==> config.mk <==
export PLATFORM = sky130hd
export DESIGN_NAME = reset_source_and_brownout_control
export DESIGN_NICKNAME = d
export VERILOG_FILES = /design/src/core/reset_ctrl_pkg.sv /design/src/core/reset_source_and_brownout_control.sv
export SDC_FILE = /design/constraint.sdc
export NUM_CORES = 1
export LEC_CHECK = 0
export BUFFER_PORTS_ARGS = -buffer_cell sky130_fd_sc_hd__buf_4
export CAP_MARGIN = 25
export CORE_MARGIN = 2
export CORE_UTILIZATION = 46
export DETAILED_ROUTE_END_ITERATION = 8
export PLACE_DENSITY = 0.72
export SYNTH_ARGS = -nofsm -noshare
export SYNTH_HDL_FRONTEND = slang
export SYNTH_SLANG_ARGS = --single-unit
==> constraint.sdc <==
create_clock -name clk_in -period 2.87 [get_ports clk_in]
set_input_delay 0.574 -clock clk_in [delete_from_list [all_inputs] [get_ports clk_in]]
set_output_delay 0.574 -clock clk_in [all_outputs]
set_load 0.05 [all_outputs]
==> src/core/reset_ctrl_pkg.sv <==
// Constants, register map and state layout of the reset and brown-out controller
package reset_ctrl_pkg;

    // ----------------------------------------------------------------
    // Register map
    // ----------------------------------------------------------------
    localparam logic [3:0] ADDR_PIN_KEY = 4'h0;
    localparam logic [3:0] ADDR_FLAGS = 4'h1;
    localparam logic [3:0] ADDR_THR_KEY = 4'h2;
    localparam logic [3:0] ADDR_FILTER = 4'h3;
    localparam logic [3:0] ADDR_STATUS = 4'h4;

    // ----------------------------------------------------------------
    // Keys, codes and reset values
    // ----------------------------------------------------------------
    localparam logic [7:0] KEY_IO = 8'h55;
    localparam logic [7:0] KEY_RESET_PIN = 8'hAA;
    localparam logic [7:0] THR_1V90 = 8'h55;
    localparam logic [7:0] THR_2V20 = 8'h33;
    localparam logic [7:0] THR_2V55 = 8'h99;
    localparam logic [7:0] THR_3V15 = 8'hAA;
    localparam logic [7:0] THR_OFF = 8'hF0;
    localparam logic [7:0] PIN_KEY_RESET = 8'h55;
    localparam logic [7:0] THR_KEY_RESET = 8'h55;
    localparam logic [1:0] FILTER_RESET = 2'h1;

    // ----------------------------------------------------------------
    // Field positions
    // ----------------------------------------------------------------
    localparam int FLAG_KEY_CORRUPT = 3;
    localparam int FLAG_BROWNOUT = 2;
    localparam int FLAG_THR_CORRUPT = 1;
    localparam int STAT_WDT_EXPIRED = 0;
    localparam int STAT_POWERED_DOWN = 1;

    // ----------------------------------------------------------------
    // Timing
    // ----------------------------------------------------------------
    localparam int SYS_CLK_HZ = 125000000;
    localparam int SLOW_OSC_HZ = 32000;
    localparam int SLOW_OSC_PERIOD_CYCLES = SYS_CLK_HZ / SLOW_OSC_HZ;
    localparam logic [7:0] FILTER_PERIODS_00 = 8'h08;
    localparam logic [7:0] FILTER_PERIODS_01 = 8'h20;
    localparam logic [7:0] FILTER_PERIODS_10 = 8'h40;
    localparam logic [7:0] FILTER_PERIODS_11 = 8'h80;
    localparam int CORRUPT_DELAY_DEFAULT = 16;
    localparam int RESET_PULSE_DEFAULT = 16;

    // ----------------------------------------------------------------
    // State of the controller
    // ----------------------------------------------------------------
    typedef struct packed {
        logic [7:0] pin_key;
        logic [7:0] thr_key;
        logic [1:0] filter_sel;
        logic key_corrupt_flag;
        logic brownout_flag;
        logic threshold_corrupt_flag;
        logic watchdog_expired_flag;
        logic powered_down_flag;
        logic [7:0] rdata;
        logic [15:0] corrupt_cnt;
        logic [15:0] tick_cnt;
        logic [7:0] low_cnt;
        logic [15:0] pulse_cnt;
        logic device_reset;
        logic warm_reset;
        logic reset_pin_selected;
        logic brownout_enable;
        logic [1:0] brownout_level;
    } ctrl_state_t;

endpackage : reset_ctrl_pkg

==> src/core/reset_source_and_brownout_control.sv <==
// Reset source bookkeeping, keyed reset-pin select and brown-out filter
// What this block does
// - Pin low while configured for reset resets the device, restarting at address zero.
// - Pin key 55h selects general I/O, AAh selects the reset-pin function.
// - Any other pin key value causes a full reset after the corruption delay.
// - Pin key corruption reset sets flag bit 3; only writing zero clears it.
// - Every reset restores the pin key to 55h, except the watchdog warm reset.
// - Reset-pin selection overrides every other shared function on that pin.
// - Low supply resets only when it lasts longer than the selected filter width.
// - Brown-out reset sets flag bit 2; only writing zero clears it.
// - Threshold codes 55h, 33h, 99h, AAh pick a level; F0h disables detection.
// - Undefined threshold code resets after the delay and restores the power-on code.
// - Threshold code corruption reset sets flag bit 1; only writing zero clears it.
// - A genuine brown-out reset keeps the threshold register contents.
// - Brown-out detection is off during sleep or idle mode.
// - Filter field picks 8, 32, 64 or 128 slow-oscillator periods.
// - Unimplemented flag and filter register bits read as zero.
// - Watchdog time-out in normal mode resets and sets the expired flag.
// - Watchdog time-out in low power clears PC and SP, sets expired and powered-down.
// - The slow oscillator timing the filter is taken as about 32 kHz.
`timescale 1ns/1ns

module reset_source_and_brownout_control
    import reset_ctrl_pkg::*;
#(
    parameter int CORRUPT_DELAY_CYCLES = CORRUPT_DELAY_DEFAULT,
    parameter int RESET_PULSE_CYCLES = RESET_PULSE_DEFAULT,
    parameter int SLOW_TICK_CYCLES = SLOW_OSC_PERIOD_CYCLES
) (
    input wire logic clk_in,
    input wire logic rst_n_in,
    input wire logic [3:0] addr_in,
    input wire logic [7:0] wdata_in,
    input wire logic wr_in,
    input wire logic rd_in,
    output logic [7:0] rdata_out,
    input wire logic ext_reset_pin_n_in,
    input wire logic low_supply_in,
    input wire logic low_power_mode_in,
    input wire logic watchdog_timeout_in,
    output logic device_reset_out,
    output logic warm_reset_out,
    output logic reset_pin_selected_out,
    output logic brownout_enable_out,
    output logic [1:0] brownout_level_out,
    output logic watchdog_expired_flag_out,
    output logic powered_down_flag_out
);
    import reset_ctrl_pkg::*;

    // ----------------------------------------------------------------
    // Reset release
    // ----------------------------------------------------------------
    logic [1:0] rst_sync;
    logic rst_n;

    always_ff @(posedge clk_in or negedge rst_n_in) begin
        if (!rst_n_in) begin
            rst_sync <= 2'h0;
        end else begin
            rst_sync <= {rst_sync[0], 1'b1};
        end
    end

    assign rst_n = rst_sync[1];

    localparam logic [15:0] CORRUPT_LAST = 16'(CORRUPT_DELAY_CYCLES - 1);
    localparam logic [15:0] PULSE_LEN = 16'(RESET_PULSE_CYCLES);
    localparam logic [15:0] TICK_LAST = 16'(SLOW_TICK_CYCLES - 1);

    ctrl_state_t st;
    ctrl_state_t next_st;

    // ----------------------------------------------------------------
    // Decodes
    // ----------------------------------------------------------------
    logic pin_key_valid;
    logic thr_key_valid;
    logic thr_known_level;
    logic [1:0] level_code;
    logic [7:0] filter_target;

    always_comb begin
        pin_key_valid = (st.pin_key == KEY_IO) || (st.pin_key == KEY_RESET_PIN);
        thr_known_level = 1'b1;
        level_code = 2'h0;
        unique case (st.thr_key)
            THR_1V90: level_code = 2'h0;
            THR_2V20: level_code = 2'h1;
            THR_2V55: level_code = 2'h2;
            THR_3V15: level_code = 2'h3;
            default: thr_known_level = 1'b0;
        endcase
        thr_key_valid = thr_known_level || (st.thr_key == THR_OFF);
        unique case (st.filter_sel)
            2'h0: filter_target = FILTER_PERIODS_00;
            2'h1: filter_target = FILTER_PERIODS_01;
            2'h2: filter_target = FILTER_PERIODS_10;
            2'h3: filter_target = FILTER_PERIODS_11;
        endcase
    end

    // ----------------------------------------------------------------
    // Next state
    // ----------------------------------------------------------------
    logic corrupt_fire;
    logic slow_tick;
    logic detect_on;
    logic brownout_fire;
    logic pin_fire;
    logic wdt_normal;
    logic wdt_sleep;
    logic full_reset;

    always_comb begin
        next_st = st;

        // Both key checks share one delay counter; a key that heals itself
        // before the delay runs out cancels the pending reset.
        corrupt_fire = 1'b0;
        if (pin_key_valid && thr_key_valid) begin
            next_st.corrupt_cnt = 16'h0000;
        end else if (st.corrupt_cnt == CORRUPT_LAST) begin
            corrupt_fire = 1'b1;
            next_st.corrupt_cnt = 16'h0000;
        end else begin
            next_st.corrupt_cnt = st.corrupt_cnt + 16'h0001;
        end

        // Slow oscillator periods derived from the system clock
        slow_tick = (st.tick_cnt == TICK_LAST);
        next_st.tick_cnt = slow_tick ? 16'h0000 : st.tick_cnt + 16'h0001;

        // Glitch filter: the count restarts whenever supply recovers
        detect_on = thr_known_level && !low_power_mode_in;
        brownout_fire = 1'b0;
        if (!(low_supply_in && detect_on)) begin
            next_st.low_cnt = 8'h00;
        end else if (slow_tick) begin
            if (st.low_cnt + 8'h01 >= filter_target) begin
                brownout_fire = 1'b1;
                next_st.low_cnt = 8'h00;
            end else begin
                next_st.low_cnt = st.low_cnt + 8'h01;
            end
        end

        pin_fire = !ext_reset_pin_n_in && (st.pin_key == KEY_RESET_PIN);
        wdt_normal = watchdog_timeout_in && !low_power_mode_in;
        wdt_sleep = watchdog_timeout_in && low_power_mode_in;
        full_reset = corrupt_fire || brownout_fire || pin_fire || wdt_normal;

        // Register writes
        if (wr_in) begin
            unique case (addr_in)
                ADDR_PIN_KEY: next_st.pin_key = wdata_in;
                ADDR_THR_KEY: next_st.thr_key = wdata_in;
                ADDR_FILTER: next_st.filter_sel = wdata_in[1:0];
                ADDR_FLAGS: begin
                    // Writing one leaves a flag alone; only zero clears
                    next_st.key_corrupt_flag = st.key_corrupt_flag && wdata_in[FLAG_KEY_CORRUPT];
                    next_st.brownout_flag = st.brownout_flag && wdata_in[FLAG_BROWNOUT];
                    next_st.threshold_corrupt_flag =
                        st.threshold_corrupt_flag && wdata_in[FLAG_THR_CORRUPT];
                end
                ADDR_STATUS: begin
                    next_st.watchdog_expired_flag =
                        st.watchdog_expired_flag && wdata_in[STAT_WDT_EXPIRED];
                    next_st.powered_down_flag =
                        st.powered_down_flag && wdata_in[STAT_POWERED_DOWN];
                end
                default: ;
            endcase
        end

        // Reset effects come after writes so that a set beats a clear
        if (full_reset) begin
            next_st.pin_key = PIN_KEY_RESET;
            next_st.filter_sel = FILTER_RESET;
            next_st.low_cnt = 8'h00;
            next_st.corrupt_cnt = 16'h0000;
            next_st.pulse_cnt = PULSE_LEN;
            if (!brownout_fire || corrupt_fire || pin_fire || wdt_normal) begin
                next_st.thr_key = THR_KEY_RESET;
            end
        end
        if (corrupt_fire && !pin_key_valid) begin
            next_st.key_corrupt_flag = 1'b1;
        end
        if (corrupt_fire && !thr_key_valid) begin
            next_st.threshold_corrupt_flag = 1'b1;
        end
        if (brownout_fire) begin
            next_st.brownout_flag = 1'b1;
        end
        if (wdt_normal) begin
            next_st.watchdog_expired_flag = 1'b1;
        end
        if (wdt_sleep) begin
            next_st.watchdog_expired_flag = 1'b1;
            next_st.powered_down_flag = 1'b1;
        end

        // Reset pulse holds the core down; a held pin does not extend it, since the reset returns the pin key to 55h
        if (!full_reset && st.pulse_cnt != 16'h0000) begin
            next_st.pulse_cnt = st.pulse_cnt - 16'h0001;
        end
        next_st.device_reset = full_reset || (st.pulse_cnt > 16'h0001);
        // Only PC and SP clear; the rest of the core keeps running state
        next_st.warm_reset = wdt_sleep && !full_reset;

        next_st.reset_pin_selected = (next_st.pin_key == KEY_RESET_PIN);
        next_st.brownout_enable = detect_on;
        next_st.brownout_level = level_code;

        // Read data stands in the cycle after the strobe only
        next_st.rdata = 8'h00;
        if (rd_in) begin
            unique case (addr_in)
                ADDR_PIN_KEY: next_st.rdata = st.pin_key;
                ADDR_THR_KEY: next_st.rdata = st.thr_key;
                ADDR_FILTER: next_st.rdata = {6'h00, st.filter_sel};
                ADDR_FLAGS: begin
                    next_st.rdata = 8'h00;
                    next_st.rdata[FLAG_KEY_CORRUPT] = st.key_corrupt_flag;
                    next_st.rdata[FLAG_BROWNOUT] = st.brownout_flag;
                    next_st.rdata[FLAG_THR_CORRUPT] = st.threshold_corrupt_flag;
                end
                ADDR_STATUS: begin
                    next_st.rdata[STAT_WDT_EXPIRED] = st.watchdog_expired_flag;
                    next_st.rdata[STAT_POWERED_DOWN] = st.powered_down_flag;
                end
                default: next_st.rdata = 8'h00;
            endcase
        end
    end

    // ----------------------------------------------------------------
    // State register
    // ----------------------------------------------------------------
    always_ff @(posedge clk_in or negedge rst_n) begin
        if (!rst_n) begin
            st <= '0;
            st.pin_key <= PIN_KEY_RESET;
            st.thr_key <= THR_KEY_RESET;
            st.filter_sel <= FILTER_RESET;
            st.brownout_enable <= 1'b1;
        end else begin
            st <= next_st;
        end
    end

    assign rdata_out = st.rdata;
    assign device_reset_out = st.device_reset;
    assign warm_reset_out = st.warm_reset;
    assign reset_pin_selected_out = st.reset_pin_selected;
    assign brownout_enable_out = st.brownout_enable;
    assign brownout_level_out = st.brownout_level;
    assign watchdog_expired_flag_out = st.watchdog_expired_flag;
    assign powered_down_flag_out = st.powered_down_flag;

endmodule : reset_source_and_brownout_control

==> results of run 1 <==
==> cell usage after synthesis (all sizes together) (2+ instances only) <==
| master | count |
|---|---|
| nor2 | 91 |
| dfrtp | 85 |
| nand2 | 41 |
| xnor2 | 28 |
| mux2i | 25 |
| nand3 | 22 |
| buf | 17 |
| xor2 | 17 |
| nand4 | 13 |
| nor3 | 13 |
| a21oi | 11 |
| ha | 11 |
| dfstp | 10 |
| nor4 | 10 |
| o21ai | 10 |
| inv | 9 |
| and3 | 7 |
| nor4bb | 7 |
| nand2b | 6 |
| or3 | 5 |
| and4 | 4 |
| clkbuf | 4 |
| a22oi | 3 |
| nor2b | 3 |
| or4bb | 3 |
| a21o | 2 |
| mux2 | 2 |
| o21a | 2 |
| o31ai | 2 |
| or2 | 2 |
==> layout by cell type (no fill, tap or decap), types with 3 or more instances in the layout <==
cell,netlist,routed
sky130_fd_sc_hd__a21oi_1,11,11
sky130_fd_sc_hd__a22oi_1,3,3
sky130_fd_sc_hd__and3_1,7,6
sky130_fd_sc_hd__and4_1,4,4
sky130_fd_sc_hd__buf_4,12,39
sky130_fd_sc_hd__clkbuf_8,0,9
sky130_fd_sc_hd__dfrtp_1,85,83
sky130_fd_sc_hd__dfstp_2,10,10
sky130_fd_sc_hd__ha_1,11,10
sky130_fd_sc_hd__inv_1,9,9
sky130_fd_sc_hd__mux2i_1,25,25
sky130_fd_sc_hd__nand2_1,34,33
sky130_fd_sc_hd__nand2_2,6,6
sky130_fd_sc_hd__nand2b_1,6,6
sky130_fd_sc_hd__nand3_1,22,21
sky130_fd_sc_hd__nand4_1,12,12
sky130_fd_sc_hd__nor2_1,91,90
sky130_fd_sc_hd__nor2b_1,3,3
sky130_fd_sc_hd__nor3_1,12,12
sky130_fd_sc_hd__nor4_1,10,10
sky130_fd_sc_hd__nor4bb_1,7,7
sky130_fd_sc_hd__o21ai_0,8,8
sky130_fd_sc_hd__or3_1,5,5
sky130_fd_sc_hd__or4bb_1,3,3
sky130_fd_sc_hd__xnor2_1,28,27
sky130_fd_sc_hd__xor2_1,17,17
==> metrics by stage <==
| stage | utilization [%] | power (mW) | setup TNS (ps) | hold WS (ps) | setup WS (ps) |
|---|---|---|---|---|---|
| final | 53.00 | 3.161 | 0 | 326.9 | 111.1 |
| after global routing | 53.00 | 3.363 | -6.863 | 327.9 | -3.276 |
| after CTS | 52.38 | 3.192 | 0 | 320.9 | 71.36 |
| after detailed placement | 50.59 | 2.369 | 0 | 349.9 | 86.41 |
| after global placement | 50.59 | 2.340 | 0 | 341.1 | 194.3 |
| after floorplan | - | 2.188 | 0 | 278.4 | 45.33 |
==> routing by layer <==
layer | part of all wire (%) | wire length, um | GRT usage (%) | up-vias
li1 | - | - | - | 1738
met1 | 47 | 4605 | 26.04 | 1748
met4 | 1.9 | 182 | 6.957 | 0
met2 | 47 | 4600 | 27.84 | 80
met5 | 0 | 0 | 0 | -
met3 | 4.2 | 410 | 2.918 | 17
==> power breakdown <==
part	leakage [nW]	switching, mW	internal [mW]
Sequential	1.24	0.128	1.48
Clock	0.0821	0.486	0.326
Combinational	1.23	0.433	0.309
==> critical path: stages (launching register included) <==
cell                        delay, ps
sky130_fd_sc_hd__dfrtp_1          400
sky130_fd_sc_hd__ha_2             200
sky130_fd_sc_hd__and3_4           190
sky130_fd_sc_hd__nand3_2          100
sky130_fd_sc_hd__xnor2_2          160
sky130_fd_sc_hd__ha_1             310
sky130_fd_sc_hd__nand3_1           90
sky130_fd_sc_hd__o31a_1           260
sky130_fd_sc_hd__or4_4            600
sky130_fd_sc_hd__nand2_4          130
sky130_fd_sc_hd__clkbuf_16        170
sky130_fd_sc_hd__nor2_1            50
==> how the worst max path moves through the flow <==
stage,from,end,cells past startpoint
finish,st[22],st[8],11
global route,st[22],st[16],11
CTS,st[22],st[21],11
detailed placement,st[22],st[8],11
global placement,st[22],st[16],11
floorplan,rst_sync[1],brownout_level_out[0],0
==> layout make-up <==
class / instances / area [um2] / area share, %
sequential: 95 / 2395 / 43.77
clock inverter: 5 / 43.79 / 0.8004
timing repair buffer: 43 / 367.9 / 6.723
inverter: 9 / 33.78 / 0.6174
multi-input combinational: 358 / 2330 / 42.58
clock buffer: 11 / 131.4 / 2.401
tap: 136 / 170.2 / 3.110
==> cell families (layout without fill, tap and decap cells) <==
| family | count (synthesis) | in the layout | synth area share [%] |
|---|---|---|---|
| AND/OR/NAND/NOR | 236 | 236 | 25.41 |
| flip-flops | 95 | 95 | 49.07 |
| XOR/XNOR | 45 | 45 | 8.094 |
| AO/OA/AOI/OAI | 37 | 37 | 4.753 |
| buffers and inverters | 30 | 68 | 3.700 |
| multiplexers | 28 | 28 | 6.064 |
| adder cells (fa/ha/maj) | 11 | 11 | 2.826 |
| other | 1 | 1 | 0.07701 |
==> flip-flops by register name, indices dropped and copies added, names as in the netlist <==
signal and count:
brownout_enable_out 1, brownout_level_out 2, device_reset_out 1, powered_down_flag_out 1, rdata_out 8, reset_pin_selected_out 1, rst_sync 2, st 77
warm_reset_out 1, watchdog_expired_flag_out 1
==> timing repair <==
action                     CTS  global route
setup endpoints to repair    0            31
setup buffers                0             1
hold buffers                 1             0
hold endpoints to repair     2             0
gates resized for setup      0             8
==> out/summary.md, run 1 <==
The worst setup path is captured at a flip-flop. The maximum achievable frequency was 362.5 MHz. The total of warnings raised by yosys was 0; the vias per cell was 5.454. The number of antenna diodes in the final layout is 0. The final-layout fill cell count came out at 901. The most used flip-flop cell after synthesis is sky130_fd_sc_hd__dfrtp_1. Across the VDD grid, the largest voltage drop is 342.2 uV.

After detailed routing, the number of remaining DRC violations is 0. The tool flagged a number of max-cap violations equal to 0. After the first detailed-routing iteration, the DRC count stood at 137. Proportion of synthesized flip-flops having asynchronous set or reset: 100.0%.

In this run, distinct cell masters in the synthesized netlist total 55. Global routing finished with a remaining overflow of 0. The worst path in the final design needs a cycle of 2759 ps, including I/O delays and setup.

Summed over all cells, the static leakage comes to 2.551 nW. The share of synthesized area in the top cell type comes to 43.68%. Of all cell types, the one taking the most synthesized area is sky130_fd_sc_hd__dfrtp_1. The longest clock path from root to sink contains 2 buffers. Counting flops with a built-in enable in the synthesized netlist gives 0. TritonCTS built the clock tree. The worst pin sits at a relative slew slack of 50.44%. Clock-pin slew was measured on the worst setup and hold paths at 90 ps. The die covers 11430 um2.

The logs give 0 for the initial antenna violation count and 16.57 mm for the global-route wire length before repair. Entering global routing, the biggest net connects 94 pins. The slew at the pin with the worst max-slew slack was 741.9 ps. The largest fanout on the critical path was 10. For the final cell count without fillers, the log shows 657. Of the synthesized area, sequential elements account for 49.08%. The worst register-to-register path ends at st[8].

The depth of the worst register-to-register path came out at 11. The path class of the lowest-slack min-delay path was input port to flip-flop. Kind of launch point of the worst setup path: a flip-flop.

Compared with the post-synthesis result, the final layout area differs by 12.36%. The cell area after placement is 5223 um2, and the final number of hold-violating endpoints is 0. For this design the ratio of total power to cell area is 577.7 nW/um2. The critical path is of the flip-flop to flip-flop type.

The logs give 15.08 ps for the worst setup skew after layout and 514 for the number of nets in the synthesized netlist. The clock latency of the later-clocked register in the worst-skew pair was 370 ps; the flip-flop and latch count after synthesis was 95. The maximum level of the CTS H-tree is 3, and the floorplan die width is 106.9 um. In this run, CTS created clock tree buffers numbering 9.

Once layout is done, the placed cells without fillers occupy 5472 um2. The number of cells after detailed placement is 638, and the worst path arrival time is 3030 ps. The flow ran to the end, and the final reports show no timing, DRC or antenna violations.

For this block, the via count after detailed routing is 3583. In the finished design, the share of the clock period the worst path needs comes to 96.13%. The post-detailed-route wirelength per cell came out at 14.92 um. Along the worst hold path, the cell count comes to 2.

The die extent in y is 106.9 um, and the I/O pin total is 36. Max-slew violation count: 0. The final-report setup violation count is 0, and the synthesized area per cell is 10.08 um2. The tools report the startpoint of the lowest-slack register-to-register path as st[22]. The floorplan step defined a core boundary enclosing 10320 um2.

The total half-perimeter wirelength after legalization and detailed placement came out at 6.805 mm. The via count of the first global-routing pass is 3478. The synthesized netlist occupies a cell area of 4870 um2. Row generation in the floorplan step produced 37 rows. The number of port buffers is 35. Ranked by total cell area, the synthesized netlist is headed by sky130_fd_sc_hd__dfrtp_1 (44%), sky130_fd_sc_hd__nor2_1 (7.0%), sky130_fd_sc_hd__dfstp_2 (5.4%). The run gives 95 as the clock net sink count.

The net count of the finished layout is 547. Once the floorplan was initialized, standard cells occupied 47.17% of the core. The overall fraction of global-route tracks in use came out at 18.18%. Cells with a size suffix above 1 make up 17.66% of the layout. The tree is rooted in a sky130_fd_sc_hd__clkbuf_8. The number of antenna-violating nets in the routed design is 0. Setup slack on the worst reg-to-reg path comes out at 110 ps. The routability-driven placement congestion ratio came out at 0.8846. After technology mapping, the gate count stands at 483. Data on the critical path is required at its endpoint by 3140 ps. The startpoint identified for the worst hold timing path is low_power_mode_in.

The count of TritonRoute iterations in the first routing pass was 4. After detailed routing, the total wire length is 9.800 mm. The end of the worst hold path was brownout_enable_out.
Power figures use the tool's default switching activity.
==> inputs of run 2 (changes only) <==
--- a/config.mk
+++ b/config.mk
@@ -7,10 +7,11 @@
 export LEC_CHECK = 0
 export BUFFER_PORTS_ARGS = -buffer_cell sky130_fd_sc_hd__buf_4
 export CAP_MARGIN = 25
+export CORE_ASPECT_RATIO = 1.75
 export CORE_MARGIN = 2
 export CORE_UTILIZATION = 46
 export DETAILED_ROUTE_END_ITERATION = 8
-export PLACE_DENSITY = 0.72
+export PLACE_DENSITY_LB_ADDON = 0.05
 export SYNTH_ARGS = -nofsm -noshare
 export SYNTH_HDL_FRONTEND = slang
 export SYNTH_SLANG_ARGS = --single-unit
==> constraint.sdc (replaced) <==
create_clock -name clk_in -period 2.87 [get_ports clk_in]
set_input_delay 0.574 -clock clk_in [delete_from_list [all_inputs] [get_ports clk_in]]
set_output_delay 0.574 -clock clk_in [all_outputs]
set_load 0.005 [all_outputs]
==> run 2 against run 1 <==
Compared with the run above: die area rose by 0.28%; sequential share of layout area is 1.5 points lower; clock power grew 77%; total power up 19%; first-iteration DRC count is 3.6% higher; routed wire length is 6.7% higher; highest routed layer unchanged; worst setup slack improved by 18 ps; global-route usage increased by 1.6 points; via count is 0.33% lower; register-to-register slack better by 20 ps; maximum frequency up 0.66%.
==> out/summary.md, run 2 (synthesized netlist as in run 1, its figures left out) <==
The final-layout fill cell count was 940 (was 901). Category of the worst setup path capture point: a flip-flop (unchanged). The via count of the first global-routing pass is 3635 (was 3478).

The power density over the cells works out to 665.9 nW/um2 (was 577.7 nW/um2). The count of TritonRoute iterations in the first routing pass is 5 (was 4), and the post-detailed-route wirelength per cell is 16.09 um (was 14.92 um). The cell row count was 49 (was 37). The tools report the setup slack after layout as 129.2 ps (was 111.1 ps). The floorplan die width works out to 81.78 um (was 106.9 um). The run gives 19.83% (was 18.18%) as the overall fraction of global-route tracks in use. The tools report the I/O pin total as 36 (unchanged). The fraction of layout cells with a size suffix above 1 was 17.78% (was 17.66%). The layout overhead on the synthesized area works out to 16.19% (was 12.36%). For the global-route wire length before repair, the log shows 17.68 mm (was 16.57 mm). The slowest cell on the critical path is sky130_fd_sc_hd__or4_4 (unchanged).

The family with the most delay on the worst path is simple AND/OR/NAND/NOR gates (unchanged). The largest vdd supply drop is 388.7 uV (was 342.2 uV). The maximum buffer depth of the clock tree is 2 (unchanged), and the number of port buffers is 35 (unchanged).

For the worst path arrival time, the log shows 2970 ps (was 3030 ps). The detailed-route via count came out at 3571 (was 3583). CTS root buffer: sky130_fd_sc_hd__clkbuf_16 (was sky130_fd_sc_hd__clkbuf_8). The start-to-end type of the worst setup path is flip-flop to flip-flop (unchanged). The final antenna diode count was 0 (unchanged). The max-capacitance violation count is 0 (unchanged), and the number of nets in the layout is 549 (was 547). The logs give 11460 um2 (was 11430 um2) for the die outline area and 32.48% (was 27.84%) for the global-route met2 utilization. The global routing met1 resource utilization was 25.05% (was 26.04%). The met3 layer usage reported by global route is 3.802% (was 2.918%). The fraction of the cycle the final worst path needs was 95.50% (was 96.13%); the clock period minus final worst setup slack was 2741 ps (was 2759 ps).

The run gives 9 (unchanged) as the total clock buffers created by CTS. Starting utilization of the core area: 47.28% (was 47.17%). The clock net sink count came out at 95 (unchanged). Routing layer with the top usage in global route: met2 (unchanged). The initial antenna violation count was 0 (unchanged).

The total half-perimeter wirelength after legalization and detailed placement was 7.368 mm (was 6.805 mm). The most frequent standard cell in the layout excluding fill and tap cells is sky130_fd_sc_hd__nor2_1 (unchanged). The vias per cell was 5.494 (was 5.454); the total congestion overflow after global routing was 0 (unchanged).

Maximum level of the CTS H-tree: 3 (unchanged). The relative max-transition margin is 60.74% (was 50.44%). The flow ran to the end, and the final reports show no timing, DRC or antenna violations. The routability-driven placement congestion ratio was 0.8187 (was 0.8846).

The max-slew violation count is 0 (unchanged). The most flop-heavy register was st (unchanged). Number of buffer and inverter instances along the worst setup path: 1 (unchanged). The worst setup slack before clock tree synthesis is 81.23 ps (was 86.41 ps), and the number of antenna-violating nets in the routed design is 0 (unchanged).

The clock latency of the later-clocked register in the worst-skew pair was 340 ps (was 370 ps); the delay of the slowest cell on the worst path was 600 ps (about the same). The initial DRC count is 142 (was 137). List of cells traversed by the critical path: ha_2 -> and3_4 -> nand3_2 -> xnor2_2 -> ha_1 -> nand3_1 -> o31a_1 -> or4_4 -> nand2_4 -> clkbuf_16 -> nor2_1 (unchanged). The worst setup skew after layout was 10.43 ps (was 15.08 ps). The kind of launch point of the worst setup path was a flip-flop (unchanged). The final number of hold-violating endpoints is 0 (unchanged), and the largest fanout on the critical path is 10 (unchanged). For the remaining design rule violation count, the log shows 0 (unchanged). The run gives 364.9 MHz (was 362.5 MHz) as the maximum achievable frequency. The number of flip-flops in the largest register is 77 (unchanged).

The core footprint was 10300 um2 (was 10320 um2). TritonCTS built the clock tree. The run gives 51 (was 94) as the pin count of the biggest net entering global routing. The slew at the pin with the worst max-slew slack is 583.5 ps (was 741.9 ps), and the final hold slack is 333.3 ps (was 326.9 ps). The total design power is 3.768 mW (was 3.161 mW). The register clock-pin slew on the reported worst setup and hold paths was 70 ps (was 90 ps).

Die extent in y: 140.1 um (was 106.9 um). The reported leakage power was 2.652 nW (was 2.551 nW). The tools report the worst path required time as 3100 ps (was 3140 ps).

The total negative slack is 0 ps (unchanged). Commonest cells after routing, fill and taps aside: sky130_fd_sc_hd__nor2_1 (91), sky130_fd_sc_hd__dfrtp_1 (84), sky130_fd_sc_hd__buf_4 (41), sky130_fd_sc_hd__nand2_1 (33), sky130_fd_sc_hd__xnor2_1 (27) (was sky130_fd_sc_hd__nor2_1 (90), sky130_fd_sc_hd__dfrtp_1 (83), sky130_fd_sc_hd__buf_4 (39), sky130_fd_sc_hd__nand2_1 (33), sky130_fd_sc_hd__xnor2_1 (27)). The path class of the lowest-slack min-delay path was flip-flop to async pin (was input port to flip-flop). Final-report setup violation count: 0 (unchanged). The overall routed net length came out at 10.46 mm (was 9.800 mm).
## run 2: what timing repair did
item / CTS / global route
setup buffers: 0 / 2
hold buffers: 1 / 0
setup endpoints to repair: 0 / 35
endpoints found under the hold margin: 2 / 0
resized for setup: 0 / 6
## run 2: final cells by class
cell class	instances	area, um2	share of cell area (%)
multi-input cells	358	2327	41.13
repair buffers	45	382.9	6.767
clock buffers	10	229.0	4.047
inverters	9	33.78	0.5971
clock inverters	6	132.6	2.344
flip-flops and latches	95	2394	42.30
well taps	127	158.9	2.808
## run 2: where the power goes
group	internal, mW	total (mW)	switching, mW
Clock	0.938	1.44	0.506
Sequential	1.48	1.62	0.141
Combinational	0.308	0.702	0.394
Total	2.73	3.77	1.04
## run 2: final timing paths
kind / startpoint / depth (start not counted) / slack (ps) / end
max in group asynchronous: rst_sync[1] / 1 / 1800 / brownout_enable_out
worst min-delay path: rst_sync[1] / 0 / 330 / st[7]
worst min register to register: rst_sync[1] / 0 / 330 / st[7]
worst max-delay path: st[22] / 11 / 130 / st[6]
worst max register to register: st[22] / 11 / 130 / st[6]
min in group clk_in: rst_sync[0] / 0 / 360 / rst_sync[1]
## run 2: stage by stage
step	instances	cell area (um2)	util [%]
finish	650	5658	54.93
global route	650	5658	54.93
CTS	647	5590	54.28
detailed placement	630	5219	50.67
global placement	630	5219	50.67
floorplan	483	4870	-
## run 2: per-layer routing
metal	part of all wire, %	routed length [um]
met1	42	4369
met2	52	5407
met3	3.6	379
met4	2.9	300
met5	0	0
==> inputs of run 3 (changes only) <==
--- a/config.mk
+++ b/config.mk
@@ -11,7 +11,8 @@
 export CORE_MARGIN = 2
 export CORE_UTILIZATION = 46
 export DETAILED_ROUTE_END_ITERATION = 8
-export PLACE_DENSITY_LB_ADDON = 0.05
+export GPL_TIMING_DRIVEN = 0
+export PLACE_DENSITY = 0.66
 export SYNTH_ARGS = -nofsm -noshare
 export SYNTH_HDL_FRONTEND = slang
 export SYNTH_SLANG_ARGS = --single-unit
==> run 3 against run 2 <==
Compared with the run above: hold slack lost 19 ps; maximum frequency shrank 2.2%; routed wire length grew 0.19%; total power shrank 1.6%; cell area grew 3.6%; first-iteration DRC count grew 21%; die area is the same; via count grew 3.9%; combinational power grew 11%; utilization grew 2.0 points; register-to-register slack lost 60 ps; worst setup slack lost 61 ps.
==> out/summary.md, run 3 (synthesized netlist as in run 1, its figures left out) <==
The tools report the CTS root buffer as sky130_fd_sc_hd__clkbuf_16 (unchanged). The fraction of layout cells with a size suffix above 1 was 22.16% (was 17.78%); the number of port buffers was 34 (was 35). Worst path required time: 3090 ps (was 3100 ps).

For the reported leakage power, the log shows 2.729 nW (was 2.652 nW). The run gives 3 (unchanged) as the maximum level of the CTS H-tree. For the final cell count without fillers, the log shows 673 (was 650).

The number of cells after detailed placement is 645 (was 630). Most frequent standard cell in the layout excluding fill and tap cells: sky130_fd_sc_hd__nor2_1 (unchanged). The multi-input gate area in the final layout came out at 2384 um2 (was 2327 um2). The fraction of the cycle the final worst path needs is 97.62% (was 95.50%). Start-to-end type of the worst setup path: flip-flop to flip-flop (unchanged). The run gives -120.3 ps (was 81.23 ps) as the worst setup slack before clock tree synthesis. Commonest cells after routing, fill and taps aside: sky130_fd_sc_hd__nor2_1 (88), sky130_fd_sc_hd__dfrtp_1 (79), sky130_fd_sc_hd__buf_4 (53), sky130_fd_sc_hd__nand2_1 (33), sky130_fd_sc_hd__xnor2_1 (27) (was sky130_fd_sc_hd__nor2_1 (91), sky130_fd_sc_hd__dfrtp_1 (84), sky130_fd_sc_hd__buf_4 (41), sky130_fd_sc_hd__nand2_1 (33), sky130_fd_sc_hd__xnor2_1 (27)). The slew at the pin with the worst max-slew slack was 714.5 ps (was 583.5 ps).

The end of the worst register-to-register path was st[16] (was st[6]). The layout overhead on the synthesized area is 20.32% (was 16.19%), and the final number of hold-violating endpoints is 0 (unchanged). The post-detailed-route wirelength per cell was 15.57 um (was 16.09 um); the final-layout fill cell count was 899 (was 940). Depth of the worst register-to-register path: 11 (unchanged). The die extent in y is 140.1 um (unchanged), and the clock period minus final worst setup slack is 2802 ps (was 2741 ps). The total design power is 3.706 mW (was 3.768 mW), and the clock latency of the later-clocked register in the worst-skew pair is 340 ps (about the same).

The tools report the startpoint of the lowest-slack register-to-register path as st[23] (was st[22]). The final hold slack is 314.0 ps (was 333.3 ps). The number of flip-flops in the largest register is 77 (unchanged). Maximum buffer depth of the clock tree: 2 (unchanged).

The final antenna diode count is 0 (unchanged), and the overall fraction of global-route tracks in use is 19.18% (was 19.83%). The largest fanout on the critical path was 7 (was 10); the register clock-pin slew on the reported worst setup and hold paths was 70 ps (about the same). The remaining design rule violation count was 0 (unchanged); the area taken by flip-flops and latches was 2400 um2 (was 2394 um2). The clock net sink count came out at 95 (unchanged). The vias per cell came out at 5.514 (was 5.494).

The routability-driven placement congestion ratio was 0.8586 (was 0.8187); the count of TritonRoute iterations in the first routing pass was 4 (was 5). Power density over the cells: 632.5 nW/um2 (was 665.9 nW/um2). The logs give 70 ps (was 130 ps) for the worst setup slack for register-to-register paths and 7.460 mm (was 7.368 mm) for the total half-perimeter wirelength after legalization and detailed placement.

The tools report the via count of the first global-routing pass as 3789 (was 3635). The starting utilization of the core area was 47.28% (unchanged); the number of antenna-violating nets in the routed design was 0 (unchanged). The logs give 3711 (was 3571) for the detailed-route via count and 10.48 mm (was 10.46 mm) for the overall routed net length.

The final-report setup violation count came out at 0 (unchanged). The most flop-heavy register is st (unchanged). The total negative slack is 0 ps (unchanged). The initial antenna violation count is 0 (unchanged), and the number of nets in the layout is 572 (was 549). The tools report the max-capacitance violation count as 0 (unchanged).

Kind of launch point of the worst setup path: a flip-flop (unchanged). The tools report the category of the worst setup path capture point as a flip-flop (unchanged). The pin count of the biggest net entering global routing was 57 (was 51). Floorplan die width: 81.78 um (unchanged). I/O pin total: 36 (unchanged). The largest vdd supply drop was 565.7 uV (was 388.7 uV); the global-route wire length before repair was 17.34 mm (was 17.68 mm).

The total congestion overflow after global routing is 0 (unchanged). TritonCTS built the clock tree. Cell row count: 49 (unchanged).

The tools report the setup slack after layout as 68.35 ps (was 129.2 ps). Setup repair after global routing could not meet its margin everywhere. The worst setup skew after layout was 10.87 ps (was 10.43 ps).

The final non-filler cell area was 5859 um2 (was 5658 um2). The path class of the lowest-slack min-delay path was flip-flop to async pin (unchanged). The worst path arrival time was 3020 ps (was 2970 ps).

The maximum achievable frequency was 356.9 MHz (was 364.9 MHz); the initial DRC count was 172 (was 142). The relative max-transition margin is 52.26% (was 60.74%), and the total clock buffers created by CTS is 9 (unchanged). Die outline area: 11460 um2 (unchanged).

The run gives 56.89% (was 54.93%) as the share of the core filled with cells in the final layout. The cell area after placement is 5315 um2 (was 5219 um2). The core footprint was 10300 um2 (unchanged); the max-slew violation count was 0 (unchanged). The flow ran to the end, and the final reports show no timing, DRC or antenna violations.
## run 3: critical path: stages (launching register included)
cell and delay (ps):
sky130_fd_sc_hd__dfrtp_2 420, sky130_fd_sc_hd__ha_4 150, sky130_fd_sc_hd__and3_4 210, sky130_fd_sc_hd__nand3_4 80, sky130_fd_sc_hd__xnor2_2 150, sky130_fd_sc_hd__ha_1 310
sky130_fd_sc_hd__nand3_2 80, sky130_fd_sc_hd__o31a_1 330, sky130_fd_sc_hd__or4_4 620, sky130_fd_sc_hd__nand2_4 140, sky130_fd_sc_hd__buf_6 140, sky130_fd_sc_hd__a21oi_1 40
## run 3: worst max path at each step
stage | from | endpoint | slack, ps | cells past startpoint
floorplan | rst_sync[1] | brownout_level_out[0] | 50 | 0
global placement | rst_sync[1] | rdata_out[5] | -1000 | 0
detailed placement | st[24] | st[20] | -120 | 12
CTS | st[22] | st[21] | -5 | 12
global route | st[23] | st[8] | -20 | 11
finish | st[23] | st[16] | 70 | 11
## run 3: cell type report
cell class	instances	share of cell area [%]
Timing Repair Buffer	48	6.961
Inverter	9	0.5766
Clock buffer	9	3.844
Sequential cell	95	40.96
Clock inverter	7	1.772
Tap cell	127	2.712
Buffer	20	2.498
Multi-Input combinational cell	358	40.68
## run 3: power by group
part / switching, mW / internal, mW / total (mW)
Combinational: 0.420 / 0.359 / 0.778
Sequential: 0.137 / 1.48 / 1.62
Clock: 0.536 / 0.774 / 1.31
## run 3: routing by layer
layer	GRT usage, %	up-vias	wire (um)
met5	0	-	0
met4	7.105	0	291
met3	2.771	19	356
met2	34.87	81	5674
met1	21.98	1828	4155
li1	-	1783	-
## run 3: repair_timing
action	in CTS	in global routing
resized for setup	3	26
setup buffers	2	7
hold buffers	1	0
gates cloned	0	3
pin swaps	1	9
endpoints found under the hold margin	2	0
setup endpoints to repair	36	37
